## src/rx_recovery_consts.svh

```systemverilog
// Register offsets, field positions, reset values and sampling counts of the serial receiver
`ifndef RX_RECOVERY_CONSTS_SVH
`define RX_RECOVERY_CONSTS_SVH

`define ADDR_W          8
`define CTRL_OFS        8'h00
`define STATUS_OFS      8'h04
`define DATA_OFS        8'h08
`define DIV_OFS         8'h0C

`define CTRL_ENABLE     0
`define CTRL_CHAR9      1
`define CTRL_WAKE_ADDR  2
`define CTRL_QCSS       3
`define CTRL_STANDBY    4
`define CTRL_RFIE       5
`define CTRL_LQIE       6

`define ST_RF           0
`define ST_LQ           1
`define ST_NF           2
`define ST_FE           3
`define ST_NINTH        4
`define ST_BUSY         5

`define DIV_RST         16'h0103
`define OT_PER_BIT      16
`define OT_RT3          4'h2
`define OT_RT5          4'h4
`define OT_RT7          4'h6
`define OT_RT8          4'h7
`define OT_RT9          4'h8
`define OT_RT10         4'h9
`define OT_RT11         4'hA
`define OT_RT16         4'hF
`define OT_RESYNC_LATE  4'h5
`define BITS_8          4'h8
`define BITS_9          4'h9
`define QUIET_8         4'hA
`define QUIET_9         4'hB
`define ONES_MAX        4'hF
`define HIST_IDLE       3'h7
`define RESP_OKAY       2'h0
`define RESP_SLVERR     2'h2

`endif

```

## src/rx_recovery_pkg.sv

```systemverilog
// Types of the serial receiver: sampler states and the packed state record
package rx_recovery_pkg;

  typedef enum logic [1:0] {
    ST_IDLE  = 2'b00,
    ST_START = 2'b01,
    ST_BITS  = 2'b10
  } rx_state_t;

  typedef struct packed {
    logic        rx_meta;
    logic        rx_sync;
    rx_state_t   st;
    logic [15:0] div_cnt;
    logic        tick;
    logic [3:0]  cnt;
    logic [2:0]  hist;
    logic [1:0]  smp;
    logic [3:0]  bitn;
    logic [8:0]  shreg;
    logic        last_bit;
    logic        nf_acc;
    logic [3:0]  ones;
    logic        armed;
    logic        enable;
    logic        char9;
    logic        wake_addr;
    logic        qcss;
    logic        standby;
    logic        rfie;
    logic        lqie;
    logic [15:0] div;
    logic        rf;
    logic        lq;
    logic        nf;
    logic        fe;
    logic        ninth;
    logic [7:0]  dbuf;
    logic        irq;
    logic        awready;
    logic        wready;
    logic        bvalid;
    logic [1:0]  bresp;
    logic        aw_got;
    logic        w_got;
    logic [7:0]  awaddr;
    logic [31:0] wdata;
    logic [3:0]  wstrb;
    logic        arready;
    logic        rvalid;
    logic [31:0] rdata;
    logic [1:0]  rresp;
  } rx_regs_t;

endpackage

```

## src/rx_recovery.sv

```systemverilog
// Oversampled serial receive data recovery with standby, wakeup and an AXI4-Lite register slave
//
// Overview of operation
// - Line sampled on an oversample tick at sixteen times the baud rate.
// - Start search: low sample after three high samples starts the 16-tick count.
// - Start checked at ticks 3, 5, 7; two highs reject, one high sets noise.
// - Rejected start resets the tick count and restarts the search.
// - Data bit is the majority of ticks 8, 9, 10; disagreement sets noise.
// - High start samples at ticks 8 to 10 set noise, start still accepted.
// - Stop bit majority low sets framing error; disagreement sets noise.
// - Framing error is posted in the same cycle as receive-full.
// - A break character, lacking a high stop bit, sets framing error.
// - Tick count resynchronised on each start edge and on high-to-low bit change.
// - A falling edge after a high data bit resynchronises the tick count unless it falls at ticks 7 to 10.
// - Standby request suppresses receiver interrupt requests.
// - Address-mark wakeup: character with high MSB clears standby, sets receive-full.
// - Idle-line wakeup: idle clears standby and sets neither quiet nor full flag.
// - Quiet count start select: count ones after start bit or after stop bit.
// - Standby requested on an already idle line waits for a character and a new idle period.
// - Receive-full set on transfer to data buffer; interrupt when enabled.
// - Line-quiet flag after 10 or 11 high bits; interrupt when enabled.
// - Character length select chooses 8 or 9 bit reception.
// - Ninth bit captured in 9-bit mode; copy of bit 7 in 8-bit mode.
`timescale 1ns/1ps
`include "rx_recovery_consts.svh"

module rx_recovery (
  input  wire logic                 clk_sys,
  input  wire logic                 rst,
  input  wire logic                 rx_pin,
  input  wire logic                 awvalid,
  output logic                      awready,
  input  wire logic [`ADDR_W-1:0]   awaddr,
  input  wire logic                 wvalid,
  output logic                      wready,
  input  wire logic [31:0]          wdata,
  input  wire logic [3:0]           wstrb,
  output logic                      bvalid,
  input  wire logic                 bready,
  output logic [1:0]                bresp,
  input  wire logic                 arvalid,
  output logic                      arready,
  input  wire logic [`ADDR_W-1:0]   araddr,
  output logic                      rvalid,
  input  wire logic                 rready,
  output logic [31:0]               rdata,
  output logic [1:0]                rresp,
  output logic                      rx_irq
);
  import rx_recovery_pkg::*;

  rx_regs_t   q;
  rx_regs_t   d;
  logic       s;
  logic       maj;
  logic       disagree;
  logic [3:0] nbits;
  logic [3:0] quiet_thr;
  logic       stop_eval;
  logic       wake_mark;

  // Sample values seen at the current tick
  assign s         = q.rx_sync;
  assign maj       = (q.smp[1] & q.smp[0]) | (q.smp[1] & s) | (q.smp[0] & s);
  assign disagree  = (q.smp[1] | q.smp[0] | s) & ~(q.smp[1] & q.smp[0] & s);
  assign nbits     = q.char9 ? `BITS_9 : `BITS_8;
  assign quiet_thr = q.char9 ? `QUIET_9 : `QUIET_8;
  assign stop_eval = q.tick && q.st == ST_BITS && q.cnt == `OT_RT10 && q.bitn >= nbits;
  assign wake_mark = q.standby && q.wake_addr && q.shreg[8];

  always_comb begin
    d = q;
    d.rx_meta = rx_pin;
    d.rx_sync = q.rx_meta;

    // Oversample tick divider
    d.tick    = 1'b0;
    d.div_cnt = q.div_cnt + 16'h0001;
    if (q.div_cnt >= q.div) begin
      d.div_cnt = 16'h0000;
      d.tick    = q.enable;
    end

    // Write channel
    if (q.bvalid && bready) begin
      d.bvalid = 1'b0;
    end
    if (awvalid && q.awready) begin
      d.aw_got = 1'b1;
      d.awaddr = awaddr;
    end
    if (wvalid && q.wready) begin
      d.w_got = 1'b1;
      d.wdata = wdata;
      d.wstrb = wstrb;
    end
    if (q.aw_got && q.w_got && !q.bvalid) begin
      d.aw_got = 1'b0;
      d.w_got  = 1'b0;
      d.bvalid = 1'b1;
      d.bresp  = `RESP_OKAY;
      if (q.awaddr == `CTRL_OFS) begin
        if (q.wstrb[0]) begin
          d.enable    = q.wdata[`CTRL_ENABLE];
          d.char9     = q.wdata[`CTRL_CHAR9];
          d.wake_addr = q.wdata[`CTRL_WAKE_ADDR];
          d.qcss      = q.wdata[`CTRL_QCSS];
          d.standby   = q.wdata[`CTRL_STANDBY];
          d.rfie      = q.wdata[`CTRL_RFIE];
          d.lqie      = q.wdata[`CTRL_LQIE];
        end
      end else if (q.awaddr == `STATUS_OFS) begin
        if (q.wstrb[0] && q.wdata[`ST_LQ]) begin
          d.lq = 1'b0;
        end
      end else if (q.awaddr == `DIV_OFS) begin
        if (q.wstrb[0]) begin
          d.div[7:0] = q.wdata[7:0];
        end
        if (q.wstrb[1]) begin
          d.div[15:8] = q.wdata[15:8];
        end
      end else begin
        d.bresp = `RESP_SLVERR;
      end
    end

    // Read channel; reading the data buffer clears the character flags
    if (q.rvalid && rready) begin
      d.rvalid = 1'b0;
    end
    if (arvalid && q.arready) begin
      d.rvalid = 1'b1;
      d.rresp  = `RESP_OKAY;
      d.rdata  = 32'h0000_0000;
      if (araddr == `CTRL_OFS) begin
        d.rdata[`CTRL_ENABLE]    = q.enable;
        d.rdata[`CTRL_CHAR9]     = q.char9;
        d.rdata[`CTRL_WAKE_ADDR] = q.wake_addr;
        d.rdata[`CTRL_QCSS]      = q.qcss;
        d.rdata[`CTRL_STANDBY]   = q.standby;
        d.rdata[`CTRL_RFIE]      = q.rfie;
        d.rdata[`CTRL_LQIE]      = q.lqie;
      end else if (araddr == `STATUS_OFS) begin
        d.rdata[`ST_RF]    = q.rf;
        d.rdata[`ST_LQ]    = q.lq;
        d.rdata[`ST_NF]    = q.nf;
        d.rdata[`ST_FE]    = q.fe;
        d.rdata[`ST_NINTH] = q.ninth;
        d.rdata[`ST_BUSY]  = q.st != ST_IDLE;
      end else if (araddr == `DATA_OFS) begin
        d.rdata[7:0] = q.dbuf;
        d.rf         = 1'b0;
        d.nf         = 1'b0;
        d.fe         = 1'b0;
      end else if (araddr == `DIV_OFS) begin
        d.rdata[15:0] = q.div;
      end else begin
        d.rresp = `RESP_SLVERR;
      end
    end

    // Receiver; hardware sets come after the bus clears so that they win
    if (!q.enable) begin
      d.st   = ST_IDLE;
      d.hist = 3'h0;
      d.cnt  = 4'h0;
    end else if (q.tick) begin
      d.hist = {q.hist[1:0], s};
      d.cnt  = q.cnt + 4'h1;
      case (q.st)
        ST_IDLE: begin
          if (!s) begin
            d.ones = 4'h0;
          end else if (q.cnt == `OT_RT16 && q.ones != `ONES_MAX) begin
            d.ones = q.ones + 4'h1;
          end
          if (!s && q.hist == `HIST_IDLE) begin
            d.st     = ST_START;
            d.cnt    = 4'h0;
            d.nf_acc = 1'b0;
            d.bitn   = 4'h0;
            d.armed  = 1'b1;
            d.ones   = 4'h0;
          end
        end
        ST_START: begin
          if (q.cnt == `OT_RT3 || q.cnt == `OT_RT5 || q.cnt == `OT_RT8 || q.cnt == `OT_RT9) begin
            d.smp = {q.smp[0], s};
          end
          if (q.cnt == `OT_RT7) begin
            if (maj) begin
              d.st  = ST_IDLE;
              d.cnt = 4'h0;
            end else if (disagree) begin
              d.nf_acc = 1'b1;
            end
          end
          if (q.cnt >= `OT_RT8 && q.cnt <= `OT_RT10 && s) begin
            d.nf_acc = 1'b1;
          end
          if (q.cnt == `OT_RT16) begin
            d.st       = ST_BITS;
            d.last_bit = 1'b0;
          end
        end
        default: begin
          if (q.cnt == `OT_RT8 || q.cnt == `OT_RT9) begin
            d.smp = {q.smp[0], s};
          end
          if (q.cnt == `OT_RT16) begin
            d.bitn = q.bitn + 4'h1;
          end
          if (q.cnt == `OT_RT10) begin
            d.last_bit = maj;
            if (disagree) begin
              d.nf_acc = 1'b1;
            end
            if (!q.qcss) begin
              d.ones = maj ? ((q.ones == `ONES_MAX) ? q.ones : q.ones + 4'h1) : 4'h0;
            end
            if (q.bitn < nbits) begin
              d.shreg = {maj, q.shreg[8:1]};
            end else begin
              d.st   = ST_IDLE;
              d.hist = {3{maj}};
              if (!q.standby || wake_mark) begin
                d.rf    = 1'b1;
                d.nf    = q.nf | q.nf_acc | disagree;
                d.fe    = q.fe | ~maj;
                d.dbuf  = q.char9 ? q.shreg[7:0] : q.shreg[8:1];
                d.ninth = q.shreg[8];
              end
              if (wake_mark) begin
                d.standby = 1'b0;
              end
            end
          end else if (q.last_bit && !s && q.hist[0] && q.bitn < nbits) begin
            if (q.cnt >= `OT_RT11) begin
              d.cnt      = 4'h0;
              d.bitn     = q.bitn + 4'h1;
              d.last_bit = 1'b0;
            end else if (q.cnt <= `OT_RESYNC_LATE) begin
              d.cnt      = 4'h0;
              d.last_bit = 1'b0;
            end
          end
        end
      endcase
    end

    // Quiet line detection and idle wakeup
    if (q.armed && q.ones >= quiet_thr) begin
      d.armed = 1'b0;
      if (q.standby && !q.wake_addr) begin
        d.standby = 1'b0;
      end else begin
        d.lq = 1'b1;
      end
    end

    d.awready = !d.aw_got && !d.bvalid;
    d.wready  = !d.w_got && !d.bvalid;
    d.arready = !d.rvalid;
    d.irq     = !d.standby && ((d.rf && d.rfie) || (d.lq && d.lqie));
  end

  always_ff @(posedge clk_sys or posedge rst) begin
    if (rst) begin
      q     <= '0;
      q.div <= `DIV_RST;
    end else begin
      q <= d;
    end
  end

  assign awready = q.awready;
  assign wready  = q.wready;
  assign bvalid  = q.bvalid;
  assign bresp   = q.bresp;
  assign arready = q.arready;
  assign rvalid  = q.rvalid;
  assign rdata   = q.rdata;
  assign rresp   = q.rresp;
  assign rx_irq  = q.irq;
endmodule // rx_recovery

```

## config.mk

```make
export PLATFORM = sky130hd
export DESIGN_NAME = rx_recovery
export DESIGN_NICKNAME = d
export VERILOG_FILES = /design/src/rx_recovery_pkg.sv /design/src/rx_recovery.sv
export VERILOG_INCLUDE_DIRS = /design/src
export SDC_FILE = /design/constraint.sdc
export NUM_CORES = 1
export LEC_CHECK = 0
export ABC_CLOCK_PERIOD_IN_PS = 6230
export BUFFER_PORTS_ARGS = -buffer_cell sky130_fd_sc_hd__buf_2
export CAP_MARGIN = 40
export CORE_AREA = 5 5 114 137
export CTS_CLUSTER_DIAMETER = 150
export CTS_CLUSTER_SIZE = 30
export DETAILED_ROUTE_END_ITERATION = 8
export DIE_AREA = 0 0 119 142
export PLACE_DENSITY = 0.71
export SLEW_MARGIN = 15
export SYNTH_ARGS = -nofsm -noshare
export SYNTH_HDL_FRONTEND = slang
export SYNTH_SLANG_ARGS = --single-unit
```

## constraint.sdc

```tcl
create_clock -name clk_sys -period 6.23 [get_ports clk_sys]
set_input_delay 1.246 -clock clk_sys [delete_from_list [all_inputs] [get_ports clk_sys]]
set_output_delay 1.246 -clock clk_sys [all_outputs]
set_load 0.02 [all_outputs]
```

# == Yosys cells after proc, flatten, opt, wreduce, memory -nomap -nowiden ==
# Index checks and enable logic that the tools add are counted.
# op_classes
order_cmp,7
n_reduce_logical,65
n_eq_ne,30
bitwise,20
mux,122
add_sub_neg,4
# ops
operator,n
$mux 4,17
$mux 11,6
$mux 16,4
$mux 1,42
$mux 2,21
$mux 8,5
$mux 9,4
$mux 35,1
$mux 29,1
$eq 8x4->1 const B,3
$logic_and 1x1->1,24
$pmux 4 s2,3
$reduce_and 6->1,4
$reduce_and 5->1,4
$mux 19,1
$mux 17,1
$add 16x1->16 const B,1
$eq 4x4->1 const B,4
$eq 8x3->1 const B,2
$ge 16x16->1,1
$logic_not 8->1,2
$ne 4x4->1 const B,4
$mux 3,5
$mux 7,2
35 further kinds,86
# totals
output_inout_bits,42
reg_bits,140
input_bits,60

# == Longest topological paths before layout ==
# Gate-level depths: netlist of the first run.
# depth
ltp_word,15
depth_mapped,8

# == Worst setup path before layout of the first run ==
# OpenSTA, ideal clock, no wires.
# synth_timing
path_type,input to register
from,in araddr[5]
to,"reg q, in the netlist rdata[1]"
setup_time_ns,0.136
required_time_ns,6.094
path_stages,6
t_arrival_ns,2.535
slack_ns,3.560
path_cell_list,nor4_1 -> nand2_1 -> or3_1 -> clkbuf_1 -> o221ai_1 -> o21ai_0
# synth_via
elab_chain_len,5
elab_cells_between_ends,8
cone_classes,3 x eq/ne; 4 x mux; 1 x reduce/logical
# synth_rtl
item,line,source
"start, declared",rx_recovery.sv:43,"input wire logic [`ADDR_W-1:0] araddr,"
$eq 8x4->1 (no source line),n/a,
$mux 16,rx_recovery.sv:156,end else if (araddr == `DIV_OFS) begin
$mux 8,rx_recovery.sv:151,end else if (araddr == `DATA_OFS) begin
$mux 6,rx_recovery.sv:144,end else if (araddr == `STATUS_OFS) begin
$mux 7 (*),rx_recovery.sv:136,if (araddr == `CTRL_OFS) begin
"end, declared",rx_recovery.sv:52,rx_regs_t q;
# Every way passes the cells marked *; elsewhere a longest branch is shown, timed or not.
# A chain may end at the register's enable or synchronous reset.

# == Worst setup path after layout of the first run ==
# layout_timing
from,in araddr[5]
to,"reg q, in the netlist rdata[7]"
# layout_via
elab_chain_len,5
elab_cells_between_ends,8
cone_classes,3 x eq/ne; 4 x mux; 1 x reduce/logical
# layout_rtl
item,line
$eq 8x4->1 (no source line),n/a
$mux 16,rx_recovery.sv:156
$mux 8,rx_recovery.sv:151
$mux 10,rx_recovery.sv:144
$mux 9 (*),rx_recovery.sv:136
# Marks and branches as above.

==> metrics.md, run 1 <==
| Metric | Value |
|---|---|
| Run status | finished, final reports clean |
| Crit Path Max Fanout | 10 |
| DR DRC count | 0 |
| Library cell occupying the most area in the post-synthesis netlist | sky130_fd_sc_hd__dfrtp_1 |
| Hold Crit Start | d[172] |
| CTS tree | built |
| Worst Path Required | 6.57 ns |
| Clk root buf | sky130_fd_sc_hd__clkbuf_16 |
| Max-cap viol count | 0 |
| Dominant register cell in the synthesized netlist | sky130_fd_sc_hd__dfrtp_1 |
| Area of placed instances | 7270 um2 |
| Fraction of registers with async set or reset after synthesis | 100% |
| Die Span Y | 142 um |
| Worst Setup Slack post-DPL | 3.02 ns |
| Buffer and inverter count on the worst path | 1 |
| Number of antenna violations at the first check in global routing | 0 |
| Pin count of the biggest net entering global routing | 72 |
| GRT Resource Usage Total | 18.6% |
| Reg2reg setup slack | 3.67 ns |
| Vias in the first global route | 5215 |
| Cells on worst reg2reg path | 4 |
| Fin crit period | 2.85 ns |
| Total overflow reported by the global router | 0 |
| Iteration-0 DRC Markers | 241 |
| Worst-skew pair later-pin latency | 0.41 ns |
| Setup crit end kind | register |
| Commonest cells in the netlist | sky130_fd_sc_hd__dfrtp_1 (135), sky130_fd_sc_hd__mux2_2 (60), sky130_fd_sc_hd__nand2_1 (54) |
| Count of synthesis-stage warnings from yosys | 0 |
| Post-synth EDFFs | 0 |
| Final slew viol count | 0 |
| Worst Hold Path Cells | 0 |
| Worst Clk Skew | 0.0106 ns |
| Routed length per placed instance | 17.0 um |
| Core area | 14200 um2 |
| Non-Filler Cell Area, Final | 7890 um2 |
| Leakage power of the design | 3.65 nW |
| Fraction of the cycle the final worst path needs | 45.8% |
| Sequential-to-total area share from yosys stat | 49.3% |
| Final estimated routing congestion in global placement | 0.898 |
| Count of antenna-violating nets left after detailed routing | 0 |
| CP dominant cell by count | sky130_fd_sc_hd__nand2_1 |
| Post-CTS clock slew at the launch and capture registers of the worst setup and hold paths | 0.06 ns |
| Top-level I/O count | 102 |
| Peak supply drop | 289 uV |
| Reg-to-Reg Start | q[122] |
| Sequence of cells on the critical path | buf_2 -> nor4_1 -> nand2_1 -> nor3_2 -> a22oi_1 -> nand2_1 |
| First-pass GRT wire length | 25500 um |
| Number of filler cells placed in the layout | 1218 |
| Syn Area/Cell | 10.8 um2 |
| Peak Freq | 351 MHz |
| Via density | 5.61 |
| # port buffers | 65 |
| Number of buffers inserted by hold repair at cts | 0 |
| Class of the worst hold path | register to register |
| Setup violation total in the final timing report | 0 |
| Total vias in the final route | 4991 |
| Setup tns final | 0 ns |
| Top cell family by delay on the critical path | simple AND/OR/NAND/NOR gates |
| Final net count | 786 |
| Endpoint of the worst register-to-register path | q[96] |
| Total area of multi-input combinational cells | 3110 um2 |
| Hold Violations, Final | 0 |
| Startpoint type of the worst setup path | input port |
| H-Tree Level Count | 4 |
| Number of buffers created by CTS | 17 |
| Die outline area | 16900 um2 |
| Count of distinct cell types in the synthesized netlist | 67 |
| Slowest cell on the critical path | sky130_fd_sc_hd__nor3_2 |
| Slew at the pin closest to its max-slew limit | 0.825 ns |
| Unrepaired setup endpoints after global routing | no |
| Area of the mapped netlist | 7010 um2 |
| Power Density | 316 nW/um2 |
| Number of buffers on the longest clock path | 2 |
| Die X-Extent | 119 um |
| Number of resized instances in the post-cts repair step | 0 |
| Clock Sinks | 138 |
| Count of buffers added by post-CTS timing repair for setup | 0 |
| Hold endpoint | s |
| Leading post-synthesis cells by cell area | sky130_fd_sc_hd__dfrtp_1 (48%), sky130_fd_sc_hd__mux2_2 (9.6%), sky130_fd_sc_hd__ha_1 (4.5%) |
| Final cell utilization of the core | 55.6% |
| HPWL Detailed | 10900 um |
| Diode insertion count for antenna repair | 0 |
| Crit-path max cell delay | 0.71 ns |
| Number of cell rows | 48 |
| Kind of critical path | input port to register |
| Worst-case setup margin in the final layout | 3.38 ns |
| Flops & latches, synth | 138 |
| Tightest slew margin relative to the limit | 44.9% |
| Storage cell area | 3460 um2 |
| Final routed wirelength across all metal layers | 15100 um |
| Share of Yosys cell area claimed by the top area cell type | 48.2% |
| Initial cell density of the core | 49.5% |
| Syn-to-layout area delta | 12.5% |
| Worst EP arrival | 3.19 ns |
| Cell with the most instances after synthesis | sky130_fd_sc_hd__dfrtp_1 |
| First-pass DRT Iterations | 5 |
| Number of cells produced by synthesis | 651 |
| Layout cells sized above 1 | 24.5% |
-- cell families (layout without fill, tap and decap cells) --
family | Yosys count | count (layout) | share of synthesized area (%)
adder cells (fa/ha/maj) | 26 | 26 | 4.60
other | 1 | 18 | 0.0535
buffers and inverters | 92 | 138 | 7.23
XOR/XNOR | 14 | 14 | 1.75
AO/OA/AOI/OAI | 122 | 122 | 11.9
flip-flops | 138 | 138 | 49.3
multiplexers | 76 | 76 | 11.9
AND/OR/NAND/NOR | 182 | 182 | 13.3
-- how the worst max path moves through the flow --
stage	slack (ns)	from	cells past startpoint	to
floorplan	1.29	rst	1	arready
global placement	3.07	araddr[5]	5	rdata[6]
detailed placement	3.02	araddr[5]	6	rdata[7]
CTS	3.45	araddr[5]	5	rdata[6]
global route	3.25	araddr[5]	6	rdata[7]
finish	3.38	araddr[5]	6	rdata[7]
-- layout make-up --
type / count / share of cell area [%]
inverters: 39 / 1.92
clock buffers: 20 / 5.66
flip-flops and latches: 138 / 43.8
multi-input cells: 438 / 39.4
well taps: 175 / 2.78
clock inverters: 12 / 1.79
repair buffers: 67 / 4.57
-- worst reg2reg max path, cell delays in order (launching register included) --
cell and delay [ns]:
sky130_fd_sc_hd__dfrtp_1 0.71, sky130_fd_sc_hd__or4b_4 0.58, sky130_fd_sc_hd__and2_2 0.25, sky130_fd_sc_hd__nand4_1 0.49, sky130_fd_sc_hd__mux2_2 0.41
-- routing by layer --
layer | part of all wire (%) | global-route usage [%]
met4 | 1.6 | 7.08
met3 | 5.0 | 3.86
met1 | 43 | 23.4
met2 | 50 | 31.6
met5 | 0 | 0
-- sequential cells by signal, summed over array words and instances, names as in the netlist --
name,cells
arready,1
bvalid,1
awready,1
rresp,1
rvalid,1
bresp,1
rdata,16
d,1
q,112
s,1
wready,1
rx_irq,1
-- cell usage in the layout (no fill, tap or decap), types with 5 or more instances in the layout --
cell type,n
sky130_fd_sc_hd__o221ai_1,5
sky130_fd_sc_hd__xor2_1,7
sky130_fd_sc_hd__mux2i_1,16
sky130_fd_sc_hd__nor2b_1,8
sky130_fd_sc_hd__dfrtp_1,135
sky130_fd_sc_hd__o21ai_0,36
sky130_fd_sc_hd__nand2b_1,8
sky130_fd_sc_hd__a22o_1,10
sky130_fd_sc_hd__ha_1,25
sky130_fd_sc_hd__and2_1,6
sky130_fd_sc_hd__mux2_2,60
sky130_fd_sc_hd__nand3_1,15
sky130_fd_sc_hd__inv_1,38
sky130_fd_sc_hd__clkbuf_16,17
sky130_fd_sc_hd__a21o_1,5
sky130_fd_sc_hd__nor2_1,41
sky130_fd_sc_hd__a21oi_1,27
sky130_fd_sc_hd__nand4_1,10
sky130_fd_sc_hd__or3_1,5
sky130_fd_sc_hd__conb_1,18
sky130_fd_sc_hd__a211oi_1,5
sky130_fd_sc_hd__nand2_1,54
sky130_fd_sc_hd__xnor2_1,7
sky130_fd_sc_hd__buf_2,65
-- per-stage QoR --
stage               std cells  total power [mW]  hold slack (ns)
floorplan                 668              1.41            0.331
global placement          856              1.49            0.337
detailed placement        856              1.51            0.346
CTS                       888              2.51            0.358
global route              889              2.61            0.367
finish                    889              2.49            0.352
-- power breakdown --
group,total [mW],internal (mW),switching [mW]
clock network,0.994,0.606,0.389
registers,1.12,1.03,0.0971
logic,0.373,0.168,0.205
No activity file was read; power rests on OpenSTA's default activity.
==> inputs of run 2 (changes only) <==
--- a/config.mk
+++ b/config.mk
@@ -6,7 +6,7 @@
 export SDC_FILE = /design/constraint.sdc
 export NUM_CORES = 1
 export LEC_CHECK = 0
-export ABC_CLOCK_PERIOD_IN_PS = 6230
+export ABC_CLOCK_PERIOD_IN_PS = 2380
 export BUFFER_PORTS_ARGS = -buffer_cell sky130_fd_sc_hd__buf_2
 export CAP_MARGIN = 40
 export CORE_AREA = 5 5 114 137
@@ -14,7 +14,7 @@
 export CTS_CLUSTER_SIZE = 30
 export DETAILED_ROUTE_END_ITERATION = 8
 export DIE_AREA = 0 0 119 142
-export PLACE_DENSITY = 0.71
+export PLACE_DENSITY = 0.74
 export SLEW_MARGIN = 15
 export SYNTH_ARGS = -nofsm -noshare
 export SYNTH_HDL_FRONTEND = slang
==> constraint.sdc (replaced) <==
create_clock -name clk_sys -period 2.38 [get_ports clk_sys]
set_input_delay 0.476 -clock clk_sys [delete_from_list [all_inputs] [get_ports clk_sys]]
set_output_delay 0.476 -clock clk_sys [all_outputs]
set_load 0.02 [all_outputs]
==> metrics.md, run 2 (synthesis gave the netlist of run 1 again) <==
| Metric | Value |
|---|---|
| Run status | finished, final reports clean |
| Vias in the first global route | 5299 (+1.6%) |
| Number of resized instances in the post-cts repair step | 0 (unchanged) |
| Number of cell rows | 48 (unchanged) |
| Final routed wirelength across all metal layers | 15300 um (+1.4%) |
| Worst-skew pair later-pin latency | 0.42 ns (about the same) |
| Layout cells sized above 1 | 25.9% (+1.4 points) |
| Startpoint type of the worst setup path | register |
| Peak Freq | 454 MHz |
| Area of placed instances | 7390 um2 (+1.7%) |
| First-pass GRT wire length | 25700 um (+0.92%) |
| Final estimated routing congestion in global placement | 0.871 (-3.1%) |
| Worst Setup Slack post-DPL | 0.187 ns (-2.84 ns) |
| # port buffers | 65 (unchanged) |
| Pwr Total | 6.67 mW (+170%) |
| Reg-to-Reg Start | q[109] |
| DR DRC count | 0 (unchanged) |
| Core area | 14200 um2 (unchanged) |
| Syn-to-layout area delta | 14.2% |
| Slew at the pin closest to its max-slew limit | 0.570 ns (-0.255 ns) |
| Number of buffers inserted by hold repair at cts | 0 (unchanged) |
| Kind of critical path | register to register |
| Worst Path Required | 2.69 ns (-3.88 ns) |
| Setup violation total in the final timing report | 0 (unchanged) |
| Final slew viol count | 0 (unchanged) |
| Clock Sinks | 138 (unchanged) |
| Initial cell density of the core | 49.5% (unchanged) |
| H-Tree Level Count | 4 (unchanged) |
| Number of filler cells placed in the layout | 1186 (-2.6%) |
| Leakage power of the design | 3.72 nW (+1.9%) |
| Class of the worst hold path | input port to asynchronous set/reset pin |
| Most frequent cells in the layout | sky130_fd_sc_hd__dfrtp_1 (135), sky130_fd_sc_hd__buf_2 (65), sky130_fd_sc_hd__mux2_2 (60) |
| Power Density | 833 nW/um2 (+160%) |
| Number of buffers created by CTS | 17 (unchanged) |
| Count of buffers added by post-CTS timing repair for setup | 0 (unchanged) |
| Die Span Y | 142 um (unchanged) |
| Tightest slew margin relative to the limit | 61.6% (+17 points) |
| Total vias in the final route | 5114 (+2.5%) |
| Max-cap viol count | 0 (unchanged) |
| Sequence of cells on the critical path | inv_1 -> ha_1 -> a21oi_1 -> o21ai_0 -> a221o_1 -> a41o_1 -> and2_1 |
| Via density | 5.68 (+1.1%) |
| Crit Path Max Fanout | 17 (+7) |
| Post-CTS clock slew at the launch and capture registers of the worst setup and hold paths | 0.06 ns (about the same) |
| Final net count | 798 (+1.5%) |
| Worst EP arrival | 2.52 ns (-0.67 ns) |
| Count of antenna-violating nets left after detailed routing | 0 (unchanged) |
| Unrepaired setup endpoints after global routing | no |
| GRT Resource Usage Total | 18.9% (+0.33 points) |
| CTS tree | built |
| Die X-Extent | 119 um (unchanged) |
| Setup crit end kind | register |
| Beginning of the critical path | q[109] |
| Top-level I/O count | 102 (unchanged) |
| Number of antenna violations at the first check in global routing | 0 (unchanged) |
| Pin count of the biggest net entering global routing | 59 (-18%) |
| Non-Filler Cell Area, Final | 8010 um2 (+1.5%) |
| Fin crit period | 2.20 ns |
| Number of buffers on the longest clock path | 2 (unchanged) |
| Fraction of the cycle the final worst path needs | 92.6% |
| First-pass DRT Iterations | 5 (unchanged) |
| Hold Violations, Final | 0 (unchanged) |
| Register with the most flip-flops | q |
| Routed length per placed instance | 17.0 um (about the same) |
| Clk root buf | sky130_fd_sc_hd__clkbuf_16 |
| Worst-case setup margin in the final layout | 0.176 ns (-3.20 ns) |
| Slowest cell on the critical path | sky130_fd_sc_hd__dfstp_2 |
| Die outline area | 16900 um2 (unchanged) |
| Worst Clk Skew | 0.00764 ns (-0.00298 ns) |
| Crit-path max cell delay | 0.54 ns (-0.17 ns) |
| HPWL Detailed | 11200 um (+2.2%) |
| Diode insertion count for antenna repair | 0 (unchanged) |
| Setup tns final | 0 ns (unchanged) |
| Iteration-0 DRC Markers | 232 (-3.7%) |
| Peak supply drop | 723 uV (+150%) |
| Most frequent standard cell in the layout excluding fill and tap cells | sky130_fd_sc_hd__dfrtp_1 |
| Max FFs per register | 112 (unchanged) |
| Total overflow reported by the global router | 0 (unchanged) |
==> run 2: cell types whose count changed in the layout (fill, tap and decap cells not counted) <==
cell                         previous run  this run
sky130_fd_sc_hd__clkbuf_1               2         1
sky130_fd_sc_hd__buf_4                  1        12
sky130_fd_sc_hd__clkinv_2               1         0
sky130_fd_sc_hd__inv_8                  0         1
sky130_fd_sc_hd__clkbuf_8               1         0
sky130_fd_sc_hd__buf_12                 0         2
sky130_fd_sc_hd__clkinvlp_4             2         3
sky130_fd_sc_hd__bufinv_16              2         3
sky130_fd_sc_hd__buf_16                 1         0
==> run 2: routing by layer <==
metal	GRT usage (%)	share of wire [%]	wire length, um
met1	22.7	42	6420
met2	32.8	51	7840
met3	4.49	4.9	758
met4	7.63	2.1	327
met5	0	0	0
==> run 2: area by class of cell <==
class                   count  area (um2)  area share (%)
flip-flops and latches    138        3460            43.2
clock inverters            14         186            2.33
clock buffers              18         429            5.36
inverters                  39         150            1.88
well taps                 175         219            2.73
repair buffers             79         455            5.69
multi-input cells         438        3110            38.8
==> run 2: final timing paths <==
path | endpoint | slack, ns | depth (start not counted)
setup reg to reg | q[153] | 0.18 | 7
hold reg to reg | s | 0.35 | 0
max in group asynchronous | q[102] | 1.65 | 3
min in group clk_sys | d[172] | 0.17 | 1
hold / removal | q[103] | 0.06 | 2
setup / recovery | q[153] | 0.18 | 7
==> run 2: critical path: cells and delay by family (launching register included) <==
| kind | cells | cell delay (ns) |
|---|---|---|
| AO/OA/AOI/OAI | 4 | 1.07 |
| adder cells (fa/ha/maj) | 1 | 0.19 |
| buffers and inverters | 1 | 0.04 |
| flip-flops | 1 | 0.54 |
| AND/OR/NAND/NOR | 1 | 0.26 |
==> run 2: power by group <==
part	internal (mW)	switching (mW)	leakage (nW)
Clock	1.67	1.06	0.294
Combinational	0.449	0.550	1.60
Sequential	2.69	0.250	1.83
==> run 2: per-stage QoR <==
step,utilization (%),instances,hold slack [ns]
floorplan,-,668,0.331
global placement,52.2,869,0.335
detailed placement,52.2,869,0.342
CTS,56.5,901,0.0631
global route,56.5,901,0.0775
finish,56.5,901,0.0610
==> inputs of run 3 (changes only) <==
--- a/config.mk
+++ b/config.mk
@@ -15,6 +15,7 @@
 export DETAILED_ROUTE_END_ITERATION = 8
 export DIE_AREA = 0 0 119 142
 export PLACE_DENSITY = 0.74
+export REMOVE_ABC_BUFFERS = 1
 export SLEW_MARGIN = 15
 export SYNTH_ARGS = -nofsm -noshare
 export SYNTH_HDL_FRONTEND = slang
==> metrics.md, run 3 (synthesis gave the netlist of run 1 again) <==
| Metric | Value |
|---|---|
| Syn-to-layout area delta | 14.3% (about the same) |
| Total overflow reported by the global router | 0 (unchanged) |
| First-pass DRT Iterations | 5 (unchanged) |
| Number of filler cells placed in the layout | 1183 (-0.25%) |
| Fin crit period | 2.18 ns (-0.0208 ns) |
| Die outline area | 16900 um2 (unchanged) |
| Post-CTS clock slew at the launch and capture registers of the worst setup and hold paths | 0.06 ns (about the same) |
| Fraction of the cycle the final worst path needs | 91.7% (-0.87 points) |
| Setup crit end kind | register |
| Slowest cell on the critical path | sky130_fd_sc_hd__dfstp_2 |
| Pwr Total | 6.65 mW (-0.22%) |
| Max FFs per register | 112 (unchanged) |
| Most frequent cells in the layout | sky130_fd_sc_hd__dfrtp_1 (135), sky130_fd_sc_hd__buf_2 (65), sky130_fd_sc_hd__mux2_2 (60) |
| Worst-case setup margin in the final layout | 0.196 ns (+0.0208 ns) |
| GRT Resource Usage Total | 18.3% (-0.65 points) |
| Vias in the first global route | 5127 (-3.2%) |
| Initial cell density of the core | 49.5% (unchanged) |
| Clock Sinks | 138 (unchanged) |
| HPWL Detailed | 11100 um (-0.50%) |
| Total area of multi-input combinational cells | 3110 um2 (unchanged) |
| Most frequent standard cell in the layout excluding fill and tap cells | sky130_fd_sc_hd__dfrtp_1 |
| Hold Violations, Final | 0 (unchanged) |
| Count of buffers added by post-CTS timing repair for setup | 0 (unchanged) |
| Peak Freq | 458 MHz (+0.95%) |
| Tightest slew margin relative to the limit | 61.6% (-0.091 points) |
| Number of resized instances in the post-cts repair step | 0 (unchanged) |
| Number of antenna violations at the first check in global routing | 0 (unchanged) |
| Worst-skew pair later-pin latency | 0.42 ns (about the same) |
| # port buffers | 65 (unchanged) |
| Startpoint type of the worst setup path | register |
| Clk root buf | sky130_fd_sc_hd__clkbuf_16 |
| Worst Setup Slack post-DPL | 0.217 ns (+0.0302 ns) |
| First-pass GRT wire length | 25000 um (-2.9%) |
| Worst Clk Skew | 0.00710 ns (-0.000541 ns) |
| CTS tree | built |
| Power Density | 831 nW/um2 (-0.27%) |
| Crit-path max cell delay | 0.54 ns (about the same) |
| Class of the worst hold path | input port to asynchronous set/reset pin |
| Final estimated routing congestion in global placement | 0.898 (+3.1%) |
| Sequence of cells on the critical path | inv_1 -> ha_1 -> a21oi_1 -> o21ai_0 -> a221o_1 -> a41o_1 -> and2_1 |
| Iteration-0 DRC Markers | 278 (+20%) |
| DR DRC count | 0 (unchanged) |
| Routed length per placed instance | 16.6 um (-2.3%) |
| Pin count of the biggest net entering global routing | 54 (-8.5%) |
| Number of cell rows | 48 (unchanged) |
| Slew at the pin closest to its max-slew limit | 0.571 ns (+0.000591 ns) |
| Unrepaired setup endpoints after global routing | no |
| Crit Path Max Fanout | 17 (unchanged) |
| Final slew viol count | 0 (unchanged) |
| Leakage power of the design | 3.71 nW (-0.29%) |
| Worst EP arrival | 2.49 ns (-0.03 ns) |
| Number of buffers created by CTS | 17 (unchanged) |
| Number of placed cells counting well taps | 868 (-0.12%) |
| Via density | 5.61 (-1.1%) |
| Count of antenna-violating nets left after detailed routing | 0 (unchanged) |
| Final routed wirelength across all metal layers | 15000 um (-2.3%) |
| Number of buffers on the longest clock path | 2 (unchanged) |
| Final cell utilization of the core | 56.5% (about the same) |
| Core area | 14200 um2 (unchanged) |
| Storage cell area | 3460 um2 (unchanged) |
| Total vias in the final route | 5057 (-1.1%) |
| Hold_ws | 0.0677 ns (+0.00665 ns) |
| Final net count | 797 (-0.13%) |
| Worst Path Required | 2.69 ns (about the same) |
| Die Span Y | 142 um (unchanged) |
| Peak supply drop | 712 uV (-1.5%) |
| H-Tree Level Count | 4 (unchanged) |
| Die X-Extent | 119 um (unchanged) |
| Number of buffers inserted by hold repair at cts | 0 (unchanged) |
| Finished Layout Cells | 901 (unchanged) |
| Kind of critical path | register to register |
| Setup violation total in the final timing report | 0 (unchanged) |
| Max-cap viol count | 0 (unchanged) |
| Top-level I/O count | 102 (unchanged) |
| Layout cells sized above 1 | 25.9% (+0.036 points) |
| Run status | finished, final reports clean |
| Register with the most flip-flops | q |
[run 3: worst paths after layout]
kind | startpoint | to | slack (ns) | depth (start not counted)
min in group clk_sys | rx_pin | d[172] | 0.17 | 1
hold reg to reg | d[172] | s | 0.36 | 0
setup / recovery | q[109] | q[153] | 0.20 | 7
setup reg to reg | q[109] | q[153] | 0.20 | 7
hold / removal | rst | rvalid | 0.07 | 2
max in group asynchronous | rst | q[101] | 1.69 | 3
[run 3: final cells by class]
class | count | share of cell area [%]
tap | 175 | 2.73
sequential | 138 | 43.2
inverter | 39 | 1.89
multi-input combinational | 438 | 38.8
antenna | 1 | 0.0312
timing repair buffer | 78 | 5.59
clock inverter | 13 | 2.12
clock buffer | 19 | 5.65
[run 3: stage by stage]
step | setup TNS, ns | area (um2)
final | 0 | 8010
after global routing | 0 | 8010
after CTS | 0 | 8010
after detailed placement | 0 | 7390
after global placement | 0 | 7390
after floorplan | -243.62 | 6710
[run 3: layer usage]
layer / vias up / global-route usage (%) / routed length (um)
li1: 2386 / - / -
met1: 2489 / 21.7 / 6130
met2: 155 / 31.6 / 7750
met3: 27 / 4.61 / 796
met4: 0 / 7.63 / 315
met5: - / 0 / 0
[run 3: critical path, delay by kind of cell, from the launching register on]
family                   cells  cell delay [ns]
AO/OA/AOI/OAI                4             1.03
adder cells (fa/ha/maj)      1             0.18
buffers and inverters        1             0.05
flip-flops                   1             0.54
AND/OR/NAND/NOR              1             0.26
[run 3: report_power, final]
group / internal [mW] / total, mW / leakage (nW) / switching [mW]
Combinational: 0.451 / 0.996 / 1.60 / 0.545
Clock: 1.71 / 2.74 / 0.284 / 1.03
Sequential: 2.69 / 2.92 / 1.83 / 0.236
Total: 4.84 / 6.65 / 3.71 / 1.81
